`config.mk`:
```
export PLATFORM = sky130hd
export DESIGN_NAME = phy_basic_control_regs
export DESIGN_NICKNAME = d
export VERILOG_FILES = /design/src/phy_ctrl_pkg.sv /design/src/strap_sync.sv /design/src/phy_basic_control_regs.sv
export VERILOG_INCLUDE_DIRS = /design/src
export SDC_FILE = /design/constraint.sdc
export NUM_CORES = 1
export LEC_CHECK = 0
export CAP_MARGIN = 10
export CORE_MARGIN = 2
export CORE_UTILIZATION = 61
export CTS_CLUSTER_DIAMETER = 30
export DETAILED_ROUTE_END_ITERATION = 16
export DONT_BUFFER_PORTS = 1
export GPL_TIMING_DRIVEN = 1
export PLACE_DENSITY = 0.74
export SLEW_MARGIN = 5
export SYNTH_ARGS = -nofsm -noshare
export SYNTH_HDL_FRONTEND = slang
export SYNTH_SLANG_ARGS = --single-unit
```
`constraint.sdc`:
```
create_clock -name sys_clk -period 2.2 [get_ports sys_clk]
set_input_delay 0.11 -clock sys_clk [delete_from_list [all_inputs] [get_ports sys_clk]]
set_output_delay 0.11 -clock sys_clk [all_outputs]
set_load 0.02 [all_outputs]
```
`src/phy_ctrl_map.svh`:
```
`ifndef PHY_CTRL_MAP_SVH
`define PHY_CTRL_MAP_SVH

// Register addresses
`define REG_ADDR_W        5
`define REG_BASIC_CONTROL 5'h00
`define REG_STD_LAST      5'h0F
`define REG_VENDOR_FIRST  5'h10

// Basic control field positions
`define BC_SW_RESET       15
`define BC_LOOPBACK       14
`define BC_SPEED_LSB      13
`define BC_AN_ENABLE      12
`define BC_POWER_DOWN     11
`define BC_ISOLATE        10
`define BC_AN_RESTART     9
`define BC_DUPLEX         8
`define BC_COL_TEST       7
`define BC_SPEED_MSB      6

// Reset value, write mask and strap width
`define BC_RESET_VALUE    16'h1100
`define BC_WRITE_MASK     16'hFFC0
`define MODE_W            4

// Speed encodings of {msb, lsb}
`define SPEED_10          2'h0
`define SPEED_100         2'h1
`define SPEED_1000        2'h2
`define SPEED_RSVD        2'h3

// Length of the internal soft reset pulse in cycles
`define SW_RESET_CYCLES   4'hF

`endif

```
`src/phy_ctrl_pkg.sv`:
```
package phy_ctrl_pkg;

    typedef enum logic [1:0] {
        SPD_10_TYPE,
        SPD_100_TYPE,
        SPD_1000_TYPE,
        SPD_RSVD_TYPE
    } speed_type;

    typedef struct packed {
        logic      loopback;
        logic      power_down;
        logic      isolate;
        logic      col_test;
        logic      an_enable;
        logic      full_duplex;
        speed_type speed;
    } ctrl_type;

    typedef struct packed {
        logic       an_done;
        logic       full_duplex;
        speed_type  speed;
    } an_result_type;

endpackage : phy_ctrl_pkg

```
`src/strap_sync.sv`:
```
`include "phy_ctrl_map.svh"

// Two-stage synchroniser for the asynchronous mode straps
module strap_sync (
    // Clock and reset
    input  wire logic                  sys_clk,
    input  wire logic                  resetn,
    // Pins in, synchronised out
    input  wire logic [`MODE_W-1:0]    mode_pin,
    output logic      [`MODE_W-1:0]    mode_sync
);

    logic [`MODE_W-1:0] meta_r;

    always_ff @(posedge sys_clk or negedge resetn) begin
        if (!resetn) begin
            meta_r    <= '0;
            mode_sync <= '0;
        end else begin
            meta_r    <= mode_pin;
            mode_sync <= meta_r;
        end
    end

endmodule : strap_sync

```
`src/phy_basic_control_regs.sv`:
```
// Overview of operation
// - Addresses 0 to 31 are decoded; only register 0 is readable and writable, the rest read zero and ignore writes.
// - Addresses 0 to 15 follow the standard layout; 16 to 31 are vendor space.
// - Writing one to bit 15 starts a soft reset; bit self-clears, default zero.
// - Bit 12 enables auto-negotiation; resets to one.
// - Negotiation overrides speed and duplex; otherwise {bit6,bit13} select speed.
// - Bit 6 resets from the mode straps; bit 13 resets to zero.
// - Writing one to bit 9 restarts negotiation if bit 12 is already set; bit self-clears, default zero.
// - Bit 10 isolates the device from the MAC data interface; default zero.
// - Bit 7 enables the collision signal test; default zero.
`include "phy_ctrl_map.svh"

module phy_basic_control_regs (
    // Clock and reset
    input  wire logic                          sys_clk,
    input  wire logic                          resetn,
    // Management access, one-cycle strobes
    input  wire logic [`REG_ADDR_W-1:0]        reg_addr,
    input  wire logic                          reg_wr,
    input  wire logic                          reg_rd,
    input  wire logic [15:0]                   reg_wdata,
    output logic      [15:0]                   reg_rdata,
    output logic                               reg_rvalid,
    // Strap pins
    input  wire logic [`MODE_W-1:0]            mode_pin,
    // Negotiation result from the link engine
    input  wire phy_ctrl_pkg::an_result_type   an_result,
    // Control to the rest of the transceiver
    output phy_ctrl_pkg::ctrl_type             ctrl_out,
    output logic                               an_restart_pulse,
    output logic                               soft_reset_out,
    output logic                               mac_if_enable
);

    // ****************************************************
    // Strap capture
    // ****************************************************
    logic [`MODE_W-1:0] mode_sync;
    logic [1:0]         strap_cnt_r;
    logic               strap_done_r;

    strap_sync u_strap_sync (
        .sys_clk   (sys_clk),
        .resetn    (resetn),
        .mode_pin  (mode_pin),
        .mode_sync (mode_sync)
    );

    // Straps are caught after the synchroniser has filled, never under reset
    wire strap_load = !strap_done_r && (strap_cnt_r == 2'h2);
    // Any 1000-capable mode strap (top strap bit) sets the speed msb
    wire strap_speed_msb = mode_sync[`MODE_W-1];

    always_ff @(posedge sys_clk or negedge resetn) begin
        if (!resetn) begin
            strap_cnt_r  <= 2'h0;
            strap_done_r <= 1'b0;
        end else if (!strap_done_r) begin
            strap_cnt_r  <= strap_cnt_r + 2'h1;
            strap_done_r <= strap_load;
        end
    end

    // ****************************************************
    // Basic control register
    // ****************************************************
    logic [15:0] ctrl_r;
    logic [15:0] ctrl_nxt;
    logic        strap_msb_r;
    logic [3:0]  rst_cnt_r;

    wire sel_ctrl  = (reg_addr == `REG_BASIC_CONTROL);
    wire wr_ctrl   = reg_wr && sel_ctrl;
    wire rst_pulse = (rst_cnt_r != 4'h0);
    // A soft reset reloads defaults, keeping the strapped speed msb
    wire [15:0] defaults = `BC_RESET_VALUE | ({15'h0, strap_msb_r} << `BC_SPEED_MSB);
    wire [15:0] wr_val   = reg_wdata & `BC_WRITE_MASK;

    always_comb begin
        ctrl_nxt = ctrl_r;
        if (strap_load) begin
            ctrl_nxt[`BC_SPEED_MSB] = strap_speed_msb;
        end
        if (rst_cnt_r == 4'h1) begin
            ctrl_nxt = defaults;
        end else if (wr_ctrl && !rst_pulse) begin
            ctrl_nxt = wr_val;
        end
        // Self-clearing bits are never stored, so a back-to-back read cannot catch them
        ctrl_nxt[`BC_SW_RESET]   = 1'b0;
        ctrl_nxt[`BC_AN_RESTART] = 1'b0;
    end

    always_ff @(posedge sys_clk or negedge resetn) begin
        if (!resetn) begin
            ctrl_r      <= `BC_RESET_VALUE;
            strap_msb_r <= 1'b0;
        end else begin
            ctrl_r <= ctrl_nxt;
            if (strap_load) begin
                strap_msb_r <= strap_speed_msb;
            end
        end
    end

    // Soft reset stretch; writes during it are dropped
    always_ff @(posedge sys_clk or negedge resetn) begin
        if (!resetn) begin
            rst_cnt_r <= 4'h0;
        end else if (wr_ctrl && !rst_pulse && reg_wdata[`BC_SW_RESET]) begin
            rst_cnt_r <= `SW_RESET_CYCLES;
        end else if (rst_pulse) begin
            rst_cnt_r <= rst_cnt_r - 4'h1;
        end
    end

    // ****************************************************
    // Effective mode
    // ****************************************************
    wire [1:0] man_speed = {ctrl_r[`BC_SPEED_MSB], ctrl_r[`BC_SPEED_LSB]};
    wire       an_on     = ctrl_r[`BC_AN_ENABLE];
    wire phy_ctrl_pkg::speed_type eff_speed = an_on ? an_result.speed
                                            : phy_ctrl_pkg::speed_type'(man_speed);
    wire       eff_duplex = an_on ? an_result.full_duplex : ctrl_r[`BC_DUPLEX];
    wire restart_req = wr_ctrl && !rst_pulse && reg_wdata[`BC_AN_RESTART];

    phy_ctrl_pkg::ctrl_type ctrl_nxt_s;
    always_comb begin
        ctrl_nxt_s.loopback    = ctrl_r[`BC_LOOPBACK];
        ctrl_nxt_s.power_down  = ctrl_r[`BC_POWER_DOWN];
        ctrl_nxt_s.isolate     = ctrl_r[`BC_ISOLATE];
        ctrl_nxt_s.col_test    = ctrl_r[`BC_COL_TEST];
        ctrl_nxt_s.an_enable   = an_on;
        ctrl_nxt_s.full_duplex = eff_duplex;
        ctrl_nxt_s.speed       = eff_speed;
    end

    always_ff @(posedge sys_clk or negedge resetn) begin
        if (!resetn) begin
            ctrl_out         <= '0;
            an_restart_pulse <= 1'b0;
            soft_reset_out   <= 1'b0;
            mac_if_enable    <= 1'b0;
        end else begin
            ctrl_out         <= ctrl_nxt_s;
            an_restart_pulse <= restart_req && an_on;
            soft_reset_out   <= rst_pulse;
            mac_if_enable    <= !ctrl_r[`BC_ISOLATE] && !rst_pulse;
        end
    end

    // ****************************************************
    // Read path
    // ****************************************************
    // Only register 0 lives here; the rest of the space reads zero
    wire        std_space = (reg_addr <= `REG_STD_LAST);
    wire [15:0] rd_mux    = (sel_ctrl && std_space) ? ctrl_r : 16'h0000;

    always_ff @(posedge sys_clk or negedge resetn) begin
        if (!resetn) begin
            reg_rdata  <= 16'h0000;
            reg_rvalid <= 1'b0;
        end else begin
            reg_rvalid <= reg_rd;
            if (reg_rd) begin
                reg_rdata <= rd_mux;
            end
        end
    end

endmodule : phy_basic_control_regs

```
==> metrics.yaml, run 1 <==
logic_synthesis:
  synthFlopType: "dfrtp_1"
  synthDistinctLibCells: 28
  synth_warnings: 0
  synthCells: 133
  seq_area_frac_synth_pct: 61.6
  syn-cell-area_um2: 1590
  synth_area_per_cell_um2: 11.9
  ys_ff_latch: 39
  synth_edf_count: 0
  async_reset_ff_share_pct: 100
sta:
  worst_clock_skew_ns: 0.00563
  finalCriticalPeriod_ns: 1.89
  setup_violations: 0
  slew_viol_final: 0
  post-route-period-util_pct: 85.8
  setup-tns-final_ns: 0
  rsz0062_at_grt: "false"
  fmax_mhz: 530
  hold_viol: 0
layout:
  area_delta_synth_final_pct: 12.5
  fin_cells: 177
  drive_gt1_share_pct: 13.6
  multi_input_area_um2: 493
  nFillCells: 169
  fin_nets: 183
  antenna_cells: 0
  regArea_um2: 978
critical_path:
  path_max_fanout: 9
  required_ns: 2.42
  arrival_ns: 2.11
  startpoint_type: "flip-flop"
  crit_type: "flip-flop to flip-flop"
  critPathLaunch: "rst_cnt_r[0]$_DFFE_PN0P_"
  cp-end-kind: "flip-flop"
  r2r_start: "rst_cnt_r[0]$_DFFE_PN0P_"
detailed_routing:
  vias: 948
  wl_um: 2690
  viasPerCell: 5.36
  drtIter0Drc: 8
  ant_nets: 0
  drt-pass1-iter-count: 4
  wire_per_inst_um: 15.2
  drcViolationCount: 0
global_route:
  antenna_found_initial: 0
  grt_pass1_wl_um: 4000
  globalRouteTotalUtil_pct: 19.7
  grt_max_degree: 40
  gr-total-overflow: 0
  grt_pass1_vias: 884
hold_path:
  hold_start: "reg_addr[1]"
  min_path_type: "input pin to flip-flop"
clock_network:
  root_buffer: "clkbuf_4"
  ctsHoldBuffers: 16
  clk_latency_ns: 0.34
  clkSinkCount: 39
  htree_levels: 2
  path_clk_slew_ns: 0.11
  postCtsResizedCells: 0
  post_cts.repair.setup_buffers: 0
  tritoncts: "built"
  cts_buffer_depth: 2
  cts-buffers-inserted: 5
pwr:
  total_power_w: 0.00153
  p_leak_nw: 0.898
  p_per_area_nw_per_um2: 857
  ir_drop_mv: 0.741
die:
  ios: 61
  start_util_pct: 64.1
  row_count: 18
  core-area_um2: 2480
  dieArea_um2: 3030
  die_y_um: 55.0
  die_w_um: 55.0
place:
  dp.cells: 154
  dpl.hpwl_um: 1740
  port_buffers: 0
  place.gp.congestion: 0.740
status:
  status: "completed"
job:
  cap_violations: 0
layout by cell type, fill, tap and decap left out, drive strengths merged:
cell type and n:
clkinv 1, clkbuf 6, dlygate4sd3 15, dfstp 2, nor2b 2, or3b 1, and4b 1, o211ai 1
and3 1, or2 1, nor4b 1, o31ai 2, nand2b 1, nand3b 1, nor2 12, ha 3
mux2i 10, inv 12, xnor2 1, mux2 5, o21ai 12, conb 2, nand2 14, and2 1
buf 2, dfrtp 37
layout make-up:
type	count	area share [%]
repair buffers	17	9.94
well taps	30	2.10
clock inverters	1	0.280
clock buffers	6	2.87
flip-flops and latches	39	54.7
multi-input cells	72	27.6
inverters	12	2.52
cell families after synthesis:
kind of cell / count (synthesis) / share of synthesized area [%]
flops: 39 / 61.6
simple gates: 36 / 12.6
buf+inv: 23 / 7.64
compound gates: 15 / 5.20
mux: 15 / 9.84
fa+ha+maj: 3 / 2.36
other cells: 1 / 0.236
xor+xnor: 1 / 0.551
synthesized netlist by cell type (all sizes together), types with 2 or more instances:
cell type | instances | area (um^2)
buf | 9 | 68.8
clkbuf | 2 | 7.51
dfrtp | 37 | 926
dfstp | 2 | 52.6
ha | 3 | 37.5
inv | 12 | 45.0
mux2 | 5 | 56.3
mux2i | 10 | 100
nand2 | 14 | 52.6
nor2 | 12 | 45.0
nor2b | 2 | 15.0
o21ai | 12 | 60.1
o31ai | 2 | 15.0
metrics by stage:
step	area (um^2)	hold slack [ns]	worst slack, ns	util, %
floorplan	1590	-0.186	0.452	-
global placement	1560	-0.185	0.386	63.0
detailed placement	1560	-0.185	0.328	63.0
finish	1790	0.0663	0.313	72.2
CTS	1790	0.0541	0.302	72.2
global route	1790	0.0686	0.170	72.2
report_power, final:
part	leakage, nW	internal (W)	switching (W)
clock	0.0341	0.000148	0.000213
combinational	0.378	0.000131	0.000139
sequential	0.486	0.000803	0.0000983
worst paths after layout:
kind,depth (start not counted),slack (ns),end
worst min-delay path,3,0.07,an_restart_pulse$_DFF_PN0_
worst min register to register,0,0.36,u_strap_sync.mode_sync[3]$_DFF_PN0_
worst max-delay path,6,0.31,ctrl_r[7]$_DFFE_PN0P_
worst max register to register,6,0.31,ctrl_r[7]$_DFFE_PN0P_
max in group asynchronous,2,1.71,ctrl_r[12]$_DFFE_PN1P_
min in group asynchronous,2,0.24,ctrl_r[7]$_DFFE_PN0P_
critical path: stages (launching register included):
cell and delay (ns):
dfrtp_1 0.43, inv_1 0.10, ha_1 0.21, or3b_1 0.44, nand3b_4 0.30, mux2i_1 0.22
nor2_1 0.06
registers in the layout, indices dropped and copies added (netlist names):
signal,cells
reg_rdata,9
ctrl_out,8
ctrl_r,8
rst_cnt_r,4
strap_cnt_r,2
an_restart_pulse,1
mac_if_enable,1
reg_rvalid,1
soft_reset_out,1
strap_done_r,1
strap_msb_r,1
u_strap_sync.meta_r,1
u_strap_sync.mode_sync,1
per-layer routing:
metal	GRT usage [%]	share of wire, %	wire (um)	vias to the layer above
met2	34.3	53	1420	28
li1	-	-	-	451
met1	21.8	40	1070	465
met5	0	0	0	-
met3	7.53	6.4	171	4
met4	7.32	1.0	27	0
Note: power is estimated with default switching activity, not from simulation.
==> run 2, diff against run 1 <==
--- a/config.mk
+++ b/config.mk
@@ -7,13 +7,15 @@
 export NUM_CORES = 1
 export LEC_CHECK = 0
 export CAP_MARGIN = 10
+export CELL_PAD_IN_SITES_DETAIL_PLACEMENT = 0
+export CELL_PAD_IN_SITES_GLOBAL_PLACEMENT = 1
 export CORE_MARGIN = 2
-export CORE_UTILIZATION = 61
+export CORE_UTILIZATION = 46
 export CTS_CLUSTER_DIAMETER = 30
 export DETAILED_ROUTE_END_ITERATION = 16
 export DONT_BUFFER_PORTS = 1
 export GPL_TIMING_DRIVEN = 1
-export PLACE_DENSITY = 0.74
+export PLACE_DENSITY = 0.73
 export SLEW_MARGIN = 5
 export SYNTH_ARGS = -nofsm -noshare
 export SYNTH_HDL_FRONTEND = slang
==> metrics.yaml, run 2 (synthesized netlist as in run 1, its figures left out) <==
critical_path:
  startpoint_type: "flip-flop"
  cp-end-kind: "flip-flop"
  crit_type: "flip-flop to flip-flop"
  crit_chain: "inv_1, ha_1, or3b_1, nand3b_4, mux2i_1, o21ai_1"
  path_max_fanout: 9
  required_ns: 2.43
  critPathLaunch: "rst_cnt_r[0]$_DFFE_PN0P_"
  r2r_start: "rst_cnt_r[0]$_DFFE_PN0P_"
  slowest_stage: "or3b_1"
  r2r_slack_ns: 0.33
  critPathMaxStageDelay_ns: 0.44
  r2r_cells: 6
  arrival_ns: 2.11
global_route:
  grt_pass1_wl_um: 4660
  grt_max_degree: 40
  gr-total-overflow: 0
  globalRouteTotalUtil_pct: 15.7
  antenna_found_initial: 0
  grt_pass1_vias: 997
die:
  dieArea_um2: 3940
  start_util_pct: 47.6
  die_w_um: 62.8
  core-area_um2: 3340
  ios: 61
  die_y_um: 62.8
  row_count: 21
pwr:
  p_leak_nw: 0.909
  p_int_w: 0.00117
  switching_share_pct: 29.1
  power_frac_seq_pct: 54.4
  net-switching-power_w: 0.000482
  clock_power_share_pct: 29.0
  total_power_w: 0.00166
  p_per_area_nw_per_um2: 903
  ir_drop_mv: 0.434
  power_frac_comb_pct: 16.5
layout:
  largest_register_ffs: 9
  top_regs: "reg_rdata (9), ctrl_out (8), ctrl_r (8)"
  layout_common_cells: "dfrtp_1 (37), dlygate4sd3_1 (15), nand2_1 (14)"
  antenna_cells: 0
  final_common_cell: "dfrtp_1"
  drive_gt1_share_pct: 14.2
  area_delta_synth_final_pct: 15.4
  fin_nets: 183
  regMostFlops: "reg_rdata"
clock_network:
  path_clk_slew_ns: 0.13
  root_buffer: "clkbuf_4"
  clk_latency_ns: 0.35
  post_cts.repair.setup_buffers: 0
  tritoncts: "built"
  htree_levels: 2
  clkSinkCount: 39
  postCtsResizedCells: 0
  cts_buffer_depth: 2
  cts-buffers-inserted: 5
sta:
  post-route-period-util_pct: 85.1
  rsz0062_at_grt: "false"
  slew_viol_final: 0
  setup-tns-final_ns: 0
  finalCriticalPeriod_ns: 1.87
  fmax_mhz: 534
  hold_viol: 0
  worst_clock_skew_ns: 0.0124
  setup_violations: 0
status:
  status: "completed"
detailed_routing:
  viasPerCell: 4.88
  wire_per_inst_um: 13.9
  drt-pass1-iter-count: 4
  ant_nets: 0
  vias: 946
  drtIter0Drc: 53
  wl_um: 2700
  drcViolationCount: 0
hold_path:
  min_path_cells: 3
  hold_start: "reg_addr[1]"
  min_path_type: "input pin to flip-flop"
place:
  port_buffers: 0
  dpl.hpwl_um: 1770
  place.gp.congestion: 0.723
job:
  cap_violations: 0
==> run 2: changes by cell type in the layout (fill, tap and decap cells not counted) <==
cell	delta
bufinv_16	+1
clkinv_4	+1
clkbuf_8	-1
==> run 2: per-stage QoR <==
step                      setup slack [ns]  cell area (um^2)  hold WS (ns)  util [%]  cells
after global placement               0.373              1580        -0.185      47.4    170
after detailed placement             0.327              1580        -0.185      47.4    170
after CTS                            0.307              1830        0.0464      54.9    194
final                                0.328              1830        0.0457      54.9    194
after global routing                 0.205              1830        0.0486      54.9    194
after floorplan                      0.452              1590        -0.186         -    134
==> run 2: metal layers <==
| layer | global-route usage, % | vias to the layer above | part of all wire, % |
|---|---|---|---|
| met5 | 0 | - | 0 |
| met4 | 5.83 | 0 | 1.6 |
| met3 | 6.85 | 6 | 6.2 |
| met2 | 26.9 | 27 | 51 |
| met1 | 17.3 | 464 | 41 |
| li1 | - | 449 | - |
==> run 2: power groups by stage <==
stage                     logic (W)  clock network, W  registers [W]
after floorplan            0.000208                 0       0.000899
after global placement     0.000220                 0       0.000912
after detailed placement   0.000236                 0       0.000914
after CTS                  0.000280          0.000492       0.000900
after global routing       0.000310          0.000526       0.000911
final                      0.000274          0.000481       0.000901
==> run 2: critical path: cells and delay by family (launching register included) <==
family          cells  cell delay (ns)
fa+ha+maj           1             0.22
simple gates        2             0.74
mux                 1             0.21
flops               1             0.43
compound gates      1             0.07
buf+inv             1             0.11
==> run 2: cell type report <==
type / instances / area, um^2
fillers: 304 / 1500
inverters: 12 / 45.0
clock buffers: 5 / 37.5
repair buffers: 17 / 178
clock inverters: 3 / 43.8
multi-input cells: 72 / 493
well taps: 46 / 57.6
flip-flops and latches: 39 / 978
==> run 2: path summary, 6_finish.rpt <==
path	to
worst min register to register	u_strap_sync.mode_sync[3]$_DFF_PN0_
worst max-delay path	ctrl_r[6]$_DFFE_PN0P_
min in group asynchronous	reg_rdata[10]$_DFFE_PN0P_
worst max register to register	ctrl_r[6]$_DFFE_PN0P_
max in group asynchronous	ctrl_r[8]$_DFFE_PN1P_
worst min-delay path	an_restart_pulse$_DFF_PN0_
==> run 2: what timing repair did <==
action                                  4_1_cts  5_1_grt
endpoints found under the setup margin        0        0
endpoints found under the hold margin        62        0
hold buffers                                 16        0
